$ cat src/shared/port_select_pixel_edge_tally_caps_regs.vh
/*
 * Register map, field positions, reset values and the summary of behaviour
 * for the port steering, pixel clock meter and remote capability slice.
 * Assumes it is included by bare name from the design file, once.
 */
// Contract
// - Second-address enable makes the device also answer at primary address plus one.
// - Secondary address accesses reach port 1 registers and shared registers.
// - Port 1 select: primary writes hit port 1 and shared; reads return them.
// - Port 0 select, reset default: primary writes hit port 0 and shared; reads too.
// - Both selects set: reads return port 1; port 0 readable only when port 1 clear.
// - Port select bits are ignored for primary steering while second-address enable set.
// - Writing the meter starts a window of written value oscillator periods.
// - Reading the meter returns pixel edges counted in the latest window.
// - Pixel edge tally saturates at 0xff and never wraps.
// - Capability register is per port; port 1 selection shows the port 1 copy.
// - Back channel auto-loads capability fields once receive lock is seen, unless frozen.
// - Freeze bit blocks auto-load; capability registers keep software-written values.
// - Fast control channel mode is three bits; its lsb is capability bit 6.
// - Capability bit 3 flags two-link capable receiver.
// - Capability bit 2: 0 primary channel, 1 secondary channel.
// - Capability bit 1 flags 24-bit video with high-resolution audio.
// - Capability bit 0 flags I/O carried in the forward frame.
// - Upper two mode bits live in the second capability register; 000 is normal.
`ifndef PORT_SELECT_PIXEL_EDGE_TALLY_CAPS_REGS_VH
`define PORT_SELECT_PIXEL_EDGE_TALLY_CAPS_REGS_VH

// Register offsets
`define TX_PORT_STEERING_ADDR         8'h1e
`define PIXEL_CLOCK_METER_ADDR        8'h1f
`define REMOTE_RECEIVER_CAPS_ONE_ADDR 8'h20

// Reset values
`define TX_PORT_STEERING_RST          8'h01
`define PIXEL_CLOCK_METER_RST         8'h00
`define REMOTE_RECEIVER_CAPS_ONE_RST  8'h00

// Steering fields
`define PRIMARY_PORT_SELECT_BIT       0
`define SECONDARY_PORT_SELECT_BIT     1
`define SECOND_ADDRESS_ENABLE_BIT     2
`define TX_PORT_STEERING_MASK         8'h07

// Capability fields
`define FORWARD_FRAME_IO_SUPPORT_BIT  0
`define VIDEO_WITH_HIRES_AUDIO_BIT    1
`define SECONDARY_CHANNEL_BIT         2
`define TWO_LINK_CAPABLE_BIT          3
`define FAST_CTRL_CHANNEL_MODE_LSB_BIT 6
`define CAPS_FREEZE_BIT               7
`define CAPS_WRITE_MASK               8'hcf
`define CAPS_LOAD_MASK                8'h4f

// Meter limits
`define PIXEL_EDGE_TALLY_MAX          8'hff
`define METER_WINDOW_IDLE             8'h00

// Secondary address offset from the primary device address
`define SECOND_ADDRESS_STEP           7'h01

`endif

$ cat src/core/port_select_pixel_edge_tally_caps.v
/*
 * Port steering, pixel clock meter and per-port remote capability registers.
 * Assumes a host-side I2C engine that hands over one decoded access at a time
 * (device address, register offset, data) and the back channel that presents
 * received capability bytes with a one-cycle load strobe. Everything runs on
 * the oscillator clock; the pixel clock arrives as a synchronous level input.
 */
`timescale 1ns/1ps
`default_nettype none

`include "port_select_pixel_edge_tally_caps_regs.vh"

module port_select_pixel_edge_tally_caps #(
   parameter DATA_W = 8,
   parameter DEV_W  = 7
) (
   input  wire              clk,
   input  wire              rst_b,
   input  wire              clk_en,
   input  wire [DEV_W-1:0]  primary_id,
   input  wire              acc_valid,
   input  wire              acc_write,
   input  wire [DEV_W-1:0]  acc_dev,
   input  wire [7:0]        acc_reg,
   input  wire [DATA_W-1:0] acc_wdata,
   input  wire              pix_clk,
   input  wire [1:0]        rx_lock,
   input  wire [1:0]        caps_load,
   input  wire [DATA_W-1:0] caps_in_p0,
   input  wire [DATA_W-1:0] caps_in_p1,
   input  wire [1:0]        mode_upper_p0,
   input  wire [1:0]        mode_upper_p1,
   output reg               acc_ack,
   output reg  [DATA_W-1:0] acc_rdata,
   output reg  [DATA_W-1:0] steering_out,
   output reg  [DATA_W-1:0] caps_p0_out,
   output reg  [DATA_W-1:0] caps_p1_out,
   output reg  [2:0]        fast_ctrl_channel_mode_p0,
   output reg  [2:0]        fast_ctrl_channel_mode_p1,
   output reg               meter_busy
);

   ////////////////////////////////////////////////////////////////////////
   // Registers
   reg [DATA_W-1:0] steering_reg;
   reg [DATA_W-1:0] tally_reg;
   reg [DATA_W-1:0] window_reg;
   reg [DATA_W-1:0] caps_p0_reg;
   reg [DATA_W-1:0] caps_p1_reg;
   reg              pix_last_reg;

   ////////////////////////////////////////////////////////////////////////
   // Address decode and port steering
   wire            second_en  = steering_reg[`SECOND_ADDRESS_ENABLE_BIT];
   wire            sel_p0     = steering_reg[`PRIMARY_PORT_SELECT_BIT];
   wire            sel_p1     = steering_reg[`SECONDARY_PORT_SELECT_BIT];
   wire [DEV_W-1:0] second_id = primary_id + `SECOND_ADDRESS_STEP;
   wire            hit_prim   = acc_valid && (acc_dev == primary_id);
   wire            hit_sec    = acc_valid && second_en && !hit_prim
                                && (acc_dev == second_id);
   wire            hit_any    = hit_prim || hit_sec;

   // With the second address on, the primary address only sees port 0,
   // so the select bits cannot redirect it
   wire prim_p0 = second_en ? 1'b1 : sel_p0;
   wire prim_p1 = second_en ? 1'b0 : sel_p1;

   // Port copies touched by a write
   wire wr_p0 = (hit_prim && prim_p0) && acc_write;
   wire wr_p1 = ((hit_prim && prim_p1) || hit_sec) && acc_write;
   wire wr_shared = hit_any && acc_write;

   // Port copy shown on a read; port 1 wins when both are selected
   wire rd_p1 = hit_sec || (hit_prim && prim_p1);

   wire wr_steer = wr_shared && (acc_reg == `TX_PORT_STEERING_ADDR);
   wire wr_meter = wr_shared && (acc_reg == `PIXEL_CLOCK_METER_ADDR);
   wire wr_caps  = acc_reg == `REMOTE_RECEIVER_CAPS_ONE_ADDR;

   ////////////////////////////////////////////////////////////////////////
   // Read multiplexer; unmapped offsets and reserved bits give zero
   reg [DATA_W-1:0] rdata_next;
   always @* begin
      case (acc_reg)
         `TX_PORT_STEERING_ADDR:         rdata_next = steering_reg;
         `PIXEL_CLOCK_METER_ADDR:        rdata_next = tally_reg;
         `REMOTE_RECEIVER_CAPS_ONE_ADDR: rdata_next = rd_p1 ? caps_p1_reg
                                                            : caps_p0_reg;
         default:                        rdata_next = {DATA_W{1'b0}};
      endcase
   end

   ////////////////////////////////////////////////////////////////////////
   // Steering register and access answer
   always @(posedge clk or negedge rst_b) begin
      if (!rst_b) begin
         steering_reg <= `TX_PORT_STEERING_RST;
         acc_ack      <= 1'b0;
         acc_rdata    <= {DATA_W{1'b0}};
      end else if (clk_en) begin
         if (wr_steer) begin
            steering_reg <= acc_wdata & `TX_PORT_STEERING_MASK;
         end
         acc_ack   <= hit_any;
         acc_rdata <= (hit_any && !acc_write) ? rdata_next : {DATA_W{1'b0}};
      end
   end

   ////////////////////////////////////////////////////////////////////////
   // Pixel clock meter: window counted in oscillator cycles
   // The pixel clock is sampled, so only rates below half the oscillator
   // rate are counted exactly; faster clocks give a rough low figure.
   wire pix_rise = pix_clk && !pix_last_reg;
   wire counting = (window_reg != `METER_WINDOW_IDLE);

   always @(posedge clk or negedge rst_b) begin
      if (!rst_b) begin
         window_reg   <= `METER_WINDOW_IDLE;
         tally_reg    <= `PIXEL_CLOCK_METER_RST;
         pix_last_reg <= 1'b0;
      end else if (clk_en) begin
         pix_last_reg <= pix_clk;
         if (wr_meter) begin
            window_reg <= acc_wdata;
            tally_reg  <= `PIXEL_CLOCK_METER_RST;
         end else if (counting) begin
            window_reg <= window_reg - 8'h01;
            if (pix_rise && (tally_reg != `PIXEL_EDGE_TALLY_MAX)) begin
               tally_reg <= tally_reg + 8'h01;
            end
         end
         // Outside a window the tally simply holds
      end
   end

   ////////////////////////////////////////////////////////////////////////
   // Capability copies: software writes, back channel loads after lock
   // Software write beats a load in the same cycle, and a write that sets
   // the freeze bit blocks that load as well.
   wire ld_p0 = caps_load[0] && rx_lock[0]
                && !caps_p0_reg[`CAPS_FREEZE_BIT];
   wire ld_p1 = caps_load[1] && rx_lock[1]
                && !caps_p1_reg[`CAPS_FREEZE_BIT];

   always @(posedge clk or negedge rst_b) begin
      if (!rst_b) begin
         caps_p0_reg <= `REMOTE_RECEIVER_CAPS_ONE_RST;
         caps_p1_reg <= `REMOTE_RECEIVER_CAPS_ONE_RST;
      end else if (clk_en) begin
         if (wr_p0 && wr_caps) begin
            caps_p0_reg <= acc_wdata & `CAPS_WRITE_MASK;
         end else if (ld_p0) begin
            caps_p0_reg <= (caps_p0_reg & ~`CAPS_LOAD_MASK)
                           | (caps_in_p0 & `CAPS_LOAD_MASK);
         end
         if (wr_p1 && wr_caps) begin
            caps_p1_reg <= acc_wdata & `CAPS_WRITE_MASK;
         end else if (ld_p1) begin
            caps_p1_reg <= (caps_p1_reg & ~`CAPS_LOAD_MASK)
                           | (caps_in_p1 & `CAPS_LOAD_MASK);
         end
      end
   end

   ////////////////////////////////////////////////////////////////////////
   // Registered status outputs; mode is upper bits from the second
   // capability register joined with bit 6 of this one
   always @(posedge clk or negedge rst_b) begin
      if (!rst_b) begin
         steering_out              <= `TX_PORT_STEERING_RST;
         caps_p0_out               <= `REMOTE_RECEIVER_CAPS_ONE_RST;
         caps_p1_out               <= `REMOTE_RECEIVER_CAPS_ONE_RST;
         fast_ctrl_channel_mode_p0 <= 3'h0;
         fast_ctrl_channel_mode_p1 <= 3'h0;
         meter_busy                <= 1'b0;
      end else if (clk_en) begin
         steering_out <= steering_reg;
         caps_p0_out  <= caps_p0_reg;
         caps_p1_out  <= caps_p1_reg;
         fast_ctrl_channel_mode_p0 <= {mode_upper_p0,
            caps_p0_reg[`FAST_CTRL_CHANNEL_MODE_LSB_BIT]};
         fast_ctrl_channel_mode_p1 <= {mode_upper_p1,
            caps_p1_reg[`FAST_CTRL_CHANNEL_MODE_LSB_BIT]};
         meter_busy <= counting;
      end
   end

endmodule // port_select_pixel_edge_tally_caps

`default_nettype wire

$ cat config.mk
export PLATFORM = sky130hd
export DESIGN_NAME = port_select_pixel_edge_tally_caps
export DESIGN_NICKNAME = d
export VERILOG_FILES = /design/src/core/port_select_pixel_edge_tally_caps.v
export VERILOG_INCLUDE_DIRS = /design/src /design/src/shared
export SDC_FILE = /design/constraint.sdc
export NUM_CORES = 1
export LEC_CHECK = 0
export ABC_CLOCK_PERIOD_IN_PS = 3250
export BUFFER_PORTS_ARGS = -buffer_cell sky130_fd_sc_hd__buf_2
export CORE_UTILIZATION = 50
export DETAILED_ROUTE_END_ITERATION = 10
export PLACE_DENSITY = 0.76
export REMOVE_ABC_BUFFERS = 1
export SLEW_MARGIN = 15
export SYNTH_ARGS = -nofsm -noshare
export SYNTH_HDL_FRONTEND = slang
export SYNTH_SLANG_ARGS = --single-unit
$ cat constraint.sdc
create_clock -name clk -period 3.25 [get_ports clk]
set_input_delay 0.4875 -clock clk [delete_from_list [all_inputs] [get_ports clk]]
set_output_delay 0.4875 -clock clk [all_outputs]
set_load 0.02 [all_outputs]
==> results of run 1 <==
==> power groups by stage <==
| stage | combinational, mW | sequential, mW | clock (mW) |
|---|---|---|---|
| detailed placement | 0.610 | 1.03 | 0 |
| global placement | 0.593 | 1.02 | 0 |
| global route | 0.683 | 1.04 | 0.823 |
| floorplan | 0.372 | 1.04 | 0 |
| CTS | 0.613 | 1.02 | 0.794 |
| finish | 0.613 | 1.02 | 0.777 |
==> cells in the mapped netlist, drive strengths merged (2+ instances only) <==
cell,n,area (µm²)
mux2,29,327
a222oi,3,30.0
and2,6,37.5
or3,5,36.3
xor2,4,35.0
clkbuf,13,48.8
nand2,29,109
o311ai,5,43.8
buf,16,113
a32oi,6,52.6
nor3,11,55.1
nand2b,4,25.0
o21ai,22,110
a2111oi,2,55.1
dfstp,2,52.6
dfrtp,59,1480
o211ai,2,15.0
nand4,14,87.6
nor4,13,111
a211oi,11,87.6
ha,3,37.5
nand3,25,138
o211a,6,60.1
and3,5,31.3
or4,6,45.0
nor2,26,97.6
xnor2,13,121
a22oi,10,75.1
mux2i,3,30.0
a21oi,8,40.0
or2,5,31.3
inv,11,41.3
a22o,2,17.5
==> final timing paths <==
kind	end	slack, ns	depth (start not counted)
max	window_reg[0]	0.51	9
min in group clk	fast_ctrl_channel_mode_p1[2]	0.36	2
max reg2reg	tally_reg[7]	0.85	8
min reg2reg	meter_busy	0.49	1
min	acc_rdata[0]	0.10	1
max in group asynchronous	pix_last_reg	2.25	2
==> through the flow <==
step | worst slack, ns | cells | area [µm²] | total power [mW]
final | 0.513 | 589 | 4580 | 2.41
after global routing | 0.351 | 589 | 4580 | 2.55
after CTS | 0.524 | 589 | 4580 | 2.42
after detailed placement | 0.153 | 573 | 4350 | 1.64
after global placement | 0.211 | 573 | 4350 | 1.62
after floorplan | 0.435 | 374 | 3690 | 1.42
==> critical path, delay by kind of cell <==
family / cells / cell delay (ns)
compound gates: 2 / 0.81
simple gates: 4 / 1.14
buf+inv: 2 / 0.34
fa+ha+maj: 1 / 0.20
==> metal layers <==
metal | GRT usage (%) | wire, µm
met5 | 0 | 0
met1 | 37.3 | 4490
met3 | 4.52 | 720
met2 | 46.5 | 4810
met4 | 11.8 | 253
==> final cells by class <==
cell class              count  area, µm²  share of cell area, %
clock buffers              11        141                   3.09
clock inverters             5       83.8                   1.83
inverters                  11       41.3                  0.902
multi-input cells         302       2120                   46.3
flip-flops and latches     61       1530                   33.4
well taps                  99        124                   2.71
repair buffers            100        541                   11.8
==> cells by family after synthesis <==
kind of cell | share of synthesized area (%)
buffers and inverters | 5.31
adders and majority gates | 0.983
other | 0.0982
and+or+nand+nor | 22.4
DFF | 40.0
muxes | 9.34
xor gates and xnor gates | 4.09
AOI/OAI and AO/OA | 17.8
==> reports/summary.txt, run 1 <==
SETUP PATH
------------------------------------------------------------------------------------------------------
CP Data Required Time                                                                          3.50 ns
Kind of critical path                                                                        in -> reg
Data arrival, critical path                                                                    2.99 ns
Category of the worst setup path launch point                                               input port
Origin of the critical flop-to-flop path                                                  window_reg[0]
Slowest Stage Delay on Critical Path                                                           0.53 ns
Largest fanout of any net on the critical path                                                       9
Max stage delay cell, worst path                                                              a2111o_1
Launching element of the worst setup path                                                 primary_id[0]
Kind of end point of the critical path                                                       flip-flop
Crit path cell chain                                                                      buf_2 -> ha_1 -> nand3_1 -> or3_4 -> a2111o_1 -> buf_4 -> nor4_4 -> nor4_1 -> a211oi_1

DETAILED ROUTING
------------------------------------------------------------------------------------------------------
Avg WL per Cell                                                                                17.4 µm
Count of TritonRoute iterations in the first routing pass                                            7
Wire length after detailed routing                                                            10300 µm
Vias per cell                                                                                     6.10
Vias                                                                                              3590
Residual DRC count                                                                                   0
DR iter-0 viols                                                                                    291
Antenna-violating nets left                                                                          0

POWER
------------------------------------------------------------------------------------------------------
Register share of total power                                                                    42.3%
Pwr Density                                                                                 527 nW/µm²
NetSw                                                                                         0.805 mW
Cell leakage power                                                                             2.05 nW
Combinational power share                                                                        25.4%
Peak supply drop                                                                                310 µV
Pint                                                                                           1.61 mW
Fraction of power spent switching nets                                                           33.4%
Clk pwr share                                                                                    32.2%

TIMING
------------------------------------------------------------------------------------------------------
Worst Hold Slack                                                                              0.103 ns
Number of endpoints failing setup at the final stage                                                 0
Slew at the pin with the worst max-slew slack                                                 0.978 ns
Setup repair after global routing missed its margin                                                 no
Max Freq                                                                                       365 MHz
Tmin final                                                                                     2.74 ns
Worst relative slew slack                                                                        34.3%
Post-route clock skew                                                                       0.00611 ns
Sum of negative setup slack                                                                       0 ns
Final-report hold violation count                                                                    0
Share of the clock period used by the worst path                                                 84.2%
Max-slew violation count                                                                             0

YOSYS
------------------------------------------------------------------------------------------------------
Post-synth top flop                                                                            dfrtp_1
Mean instance size in the synthesized netlist                                                 9.67 µm²
Synthesized flop and latch total                                                                    61
Count of different cell masters after synthesis                                                     62
Combined area of all synthesized cells                                                        3820 µm²
Synth warnings                                                                                       0
Portion of the post-synthesis area used by sequential elements                                   40.0%
Synth async-reset ratio                                                                           100%
Post-synth EDFFs                                                                                     0
Synthesized netlist cell count                                                                     395

FLOORPLAN
------------------------------------------------------------------------------------------------------
Core box area                                                                                 7330 µm²
Number of placed I/O pins                                                                          100
Width of the die                                                                               89.4 µm
Die span in y                                                                                  89.4 µm
Total Die Area                                                                                7990 µm²
Starting Density                                                                                 52.1%
Number of standard-cell rows in the floorplan                                                       31

FINAL LAYOUT
------------------------------------------------------------------------------------------------------
Final core utilization                                                                           62.5%
Final #Nets                                                                                        548
Area grow syn2layout                                                                             19.8%
Most common cell after layout, fill and taps aside                                               buf_2
Count of inserted antenna diode cells                                                                0
Fillers                                                                                            656
Layout cell share with drive strength beyond 1                                                   31.6%
Most used cells in the layout excluding fill and tap cells                                buf_2 (84), dfrtp_1 (59), nand2_1 (29), nor2_1 (26), mux2_2 (25)

HOLD PATH
------------------------------------------------------------------------------------------------------
Kind of path behind the tightest hold check                                                in -> async

CLOCK NETWORK
------------------------------------------------------------------------------------------------------
Count of instances resized after the clock tree is built                                             0
H-tree depth                                                                                         3
Post-CTS Setup Repair Bufs                                                                           0
Clock Sink Count                                                                                    61
Clock transition at the register clock pins on the worst setup and hold paths after CTS        0.07 ns
Clock tree root driver cell                                                                   clkbuf_8
Clock buffer depth                                                                                   2
Clock latency reported for the late side of the worst-skew pair                                0.35 ns
Number of buffers added by the clock tree synthesis step                                             9
CTS Hold Bufs                                                                                        0
TritonCTS clock tree                                                                              done

GRT
------------------------------------------------------------------------------------------------------
Global-route congestion overflow total                                                               0
First-pass GRT wire length                                                                    16700 µm
Maximum number of pins on one net before global-route repair                                        41
Tot GR Track Use                                                                                 28.3%
Via count of the first global-routing pass                                                        3416
Initial antenna violation count                                                                      0

JOB
------------------------------------------------------------------------------------------------------
Number of max-cap violations                                                                         0

PLACE
------------------------------------------------------------------------------------------------------
Total half-perimeter wirelength after legalization and detailed placement                      7590 µm
Buffers on Ports                                                                                    84
Placer congestion estimate                                                                       0.868

OUTCOME
------------------------------------------------------------------------------------------------------
Status                                                                                    finished, final reports clean

No activity file was read; power rests on OpenSTA's default activity.
==> run 2, diff against run 1 <==
ABC_CLOCK_PERIOD_IN_PS = 2500   (was 3250)
CORE_UTILIZATION = 48   (was 50)
PLACE_DENSITY = 0.77   (was 0.76)
clock period = 2.5 ns   (was 3.25 ns; I/O delays follow)
==> run 2 against run 1 <==
  * Wire length grew 5.7%
  * Critical path type unchanged
  * Register-to-register slack got worse by 0.58 ns
  * Largest cell class unchanged
  * Final area grew 5.1%
  * Combinational power is 40% higher
  * Critical path depth rose by 1
  * Non-clock buffer count up 35
  * Sequential power up 29%
  * Worst hold slack improved by 0.069 ns
  * Total power grew 24%
  * Global-route usage fell by 0.96 points
  * Die area increased by 4.1%
  * Utilization down 0.16 points
==> reports/summary.txt, run 2 (synthesis results as in run 1) <==
OUTCOME
------------------------------------------------------------------------------------------------------
Status                                                                                    finished, final reports clean   unchanged

TIMING
------------------------------------------------------------------------------------------------------
Post-route clock skew                                                                       0.00903 ns   was 0.00611 ns
Slew at the pin with the worst max-slew slack                                                 0.801 ns   was 0.978 ns
Worst Hold Slack                                                                              0.172 ns   was 0.103 ns
Number of endpoints failing setup at the final stage                                                 0   unchanged
Final-report hold violation count                                                                    0   unchanged
Max Freq                                                                                       415 MHz
Setup slack of the critical path after layout                                                0.0877 ns   was 0.513 ns
Share of the clock period used by the worst path                                                 96.5%
Max-slew violation count                                                                             0   unchanged
Tmin final                                                                                     2.41 ns
Worst relative slew slack                                                                        46.6%   was 34.3%

FLOORPLAN
------------------------------------------------------------------------------------------------------
Number of placed I/O pins                                                                          100   unchanged
Starting Density                                                                                 49.4%   was 52.1%
Width of the die                                                                               91.2 µm   was 89.4 µm
Total Die Area                                                                                8320 µm²   was 7990 µm²
Core box area                                                                                 7730 µm²   was 7330 µm²
Die span in y                                                                                  91.2 µm   was 89.4 µm
Number of standard-cell rows in the floorplan                                                       32   was 31

PLACE
------------------------------------------------------------------------------------------------------
Placer congestion estimate                                                                       0.905   was 0.868
Cell area reported after detailed placement                                                   4600 µm²   was 4350 µm²
Worst-case setup slack after placement                                                       -0.337 ns   was 0.153 ns
Total half-perimeter wirelength after legalization and detailed placement                      8030 µm   was 7590 µm
Buffers on Ports                                                                                    84   unchanged
Cell count after placement                                                                         609   was 573

POWER
------------------------------------------------------------------------------------------------------
NetSw                                                                                          1.07 mW   was 0.805 mW
Cell leakage power                                                                             2.20 nW   was 2.05 nW
Register share of total power                                                                    44.3%   was 42.3%
Overall Power                                                                                  2.99 mW   was 2.41 mW
Peak supply drop                                                                                442 µV   was 310 µV
Combinational power share                                                                        28.8%   was 25.4%
Fraction of power spent switching nets                                                           35.9%   was 33.4%
Pint                                                                                           1.92 mW   was 1.61 mW
Pwr Density                                                                                 621 nW/µm²   was 527 nW/µm²
Clk pwr share                                                                                    26.9%   was 32.2%

FINAL LAYOUT
------------------------------------------------------------------------------------------------------
Most used cells in the layout excluding fill and tap cells                                buf_2 (84), dfrtp_1 (59), buf_4 (49), nand2_1 (29), nor2_1 (26)   was buf_2 (84), dfrtp_1 (59), nand2_1 (29), nor2_1 (26), mux2_2 (25)
Summed area of non-filler cells in the final layout                                           4810 µm²   was 4580 µm²
Count of inserted antenna diode cells                                                                0   unchanged
Final #Nets                                                                                        583   was 548
Layout cell share with drive strength beyond 1                                                   36.8%   was 31.6%
Most common cell after layout, fill and taps aside                                               buf_2   unchanged
Area grow syn2layout                                                                             26.0%   was 19.8%
Cell Count, Final, Fillers Out                                                                     627   was 589

CLOCK NETWORK
------------------------------------------------------------------------------------------------------
Clock transition at the register clock pins on the worst setup and hold paths after CTS        0.07 ns   about the same
Number of buffers added by the clock tree synthesis step                                             9   unchanged
Clock buffer depth                                                                                   2   unchanged
Clock Sink Count                                                                                    61   unchanged
Clock tree root driver cell                                                                   clkbuf_8   unchanged
TritonCTS clock tree                                                                              done   unchanged
Clock latency reported for the late side of the worst-skew pair                                0.35 ns   about the same
H-tree depth                                                                                         3   unchanged

GRT
------------------------------------------------------------------------------------------------------
Initial antenna violation count                                                                      0   unchanged
Maximum number of pins on one net before global-route repair                                        62   was 41
Via count of the first global-routing pass                                                        3556   was 3416
Tot GR Track Use                                                                                 27.3%   was 28.3%
First-pass GRT wire length                                                                    17700 µm   was 16700 µm
Global-route congestion overflow total                                                               0   unchanged

DETAILED ROUTING
------------------------------------------------------------------------------------------------------
Residual DRC count                                                                                   0   unchanged
DR iter-0 viols                                                                                    295   was 291
Antenna-violating nets left                                                                          0   unchanged
Wire length after detailed routing                                                            10900 µm   was 10300 µm
Vias                                                                                              3659   was 3590
Avg WL per Cell                                                                                17.3 µm   was 17.4 µm
Vias per cell                                                                                     5.84   was 6.10
Count of TritonRoute iterations in the first routing pass                                            5   was 7

JOB
------------------------------------------------------------------------------------------------------
Number of max-cap violations                                                                         0   unchanged

SETUP PATH
------------------------------------------------------------------------------------------------------
Category of the worst setup path launch point                                               input port   unchanged
Kind of critical path                                                                        in -> reg   unchanged
Kind of end point of the critical path                                                       flip-flop   unchanged
Largest fanout of any net on the critical path                                                       6   was 9
Data arrival, critical path                                                                    2.67 ns   was 2.99 ns
CP Data Required Time                                                                          2.76 ns   was 3.50 ns

HOLD PATH
------------------------------------------------------------------------------------------------------
Kind of path behind the tightest hold check                                                in -> async   unchanged

run 2: power groups by stage:
stage / Combinational (mW) / Clock (mW) / Sequential (mW)
CTS: 0.841 / 0.816 / 1.32
global route: 0.956 / 0.867 / 1.35
floorplan: 0.483 / 0 / 1.36
global placement: 0.804 / 0 / 1.33
detailed placement: 0.837 / 0 / 1.34
finish: 0.859 / 0.804 / 1.32
run 2: final cells by class:
type,count,area (µm²)
timing repair buffer,135,811
fill,686,2910
tap,102,128
multi-input combinational,302,2130
sequential,61,1530
inverter,11,41.3
clock buffer,11,141
clock inverter,5,36.3
run 2: metal layers:
| layer | share of wire (%) | global-route usage, % |
|---|---|---|
| met3 | 8.2 | 5.70 |
| met4 | 1.9 | 9.66 |
| met1 | 43 | 36.5 |
| met2 | 47 | 44.1 |
| met5 | 0 | 0 |
run 2: worst max-delay path: stages:
cell and delay [ns]:
buf_2 0.10, ha_1 0.18, nand3_1 0.10, or3_4 0.38, buf_4 0.15, a2111oi_4 0.43
nand3_4 0.16, buf_4 0.17, a211o_2 0.41, a32oi_1 0.20
run 2: final timing paths:
kind                            slack (ns)                      endpoint  cells after the start             start
worst min-delay path                  0.17                       acc_ack                      2             rst_b
worst max register to register        0.27                  tally_reg[6]                      8     window_reg[0]
worst max-delay path                  0.09                  acc_rdata[1]                     10     primary_id[0]
worst min register to register        0.48                    meter_busy                      1        meter_busy
max in group asynchronous             1.77                  tally_reg[2]                      2             rst_b
min in group clk                      0.25  fast_ctrl_channel_mode_p1[2]                      2  mode_upper_p1[1]
run 2: repair_timing:
action                     CTS  global route
setup endpoints to repair    0            10
hold buffers                 0             0
buffers inserted             0             2
gates resized for setup      0             6
hold endpoints to repair     0             0
run 2: per-stage QoR:
step / setup TNS, ns / util, %
global route: -0.00474 / 62.3
floorplan: -1.74 / -
global placement: -4.72 / 59.6
finish: 0 / 62.3
detailed placement: -6.50 / 59.6
CTS: 0 / 61.9
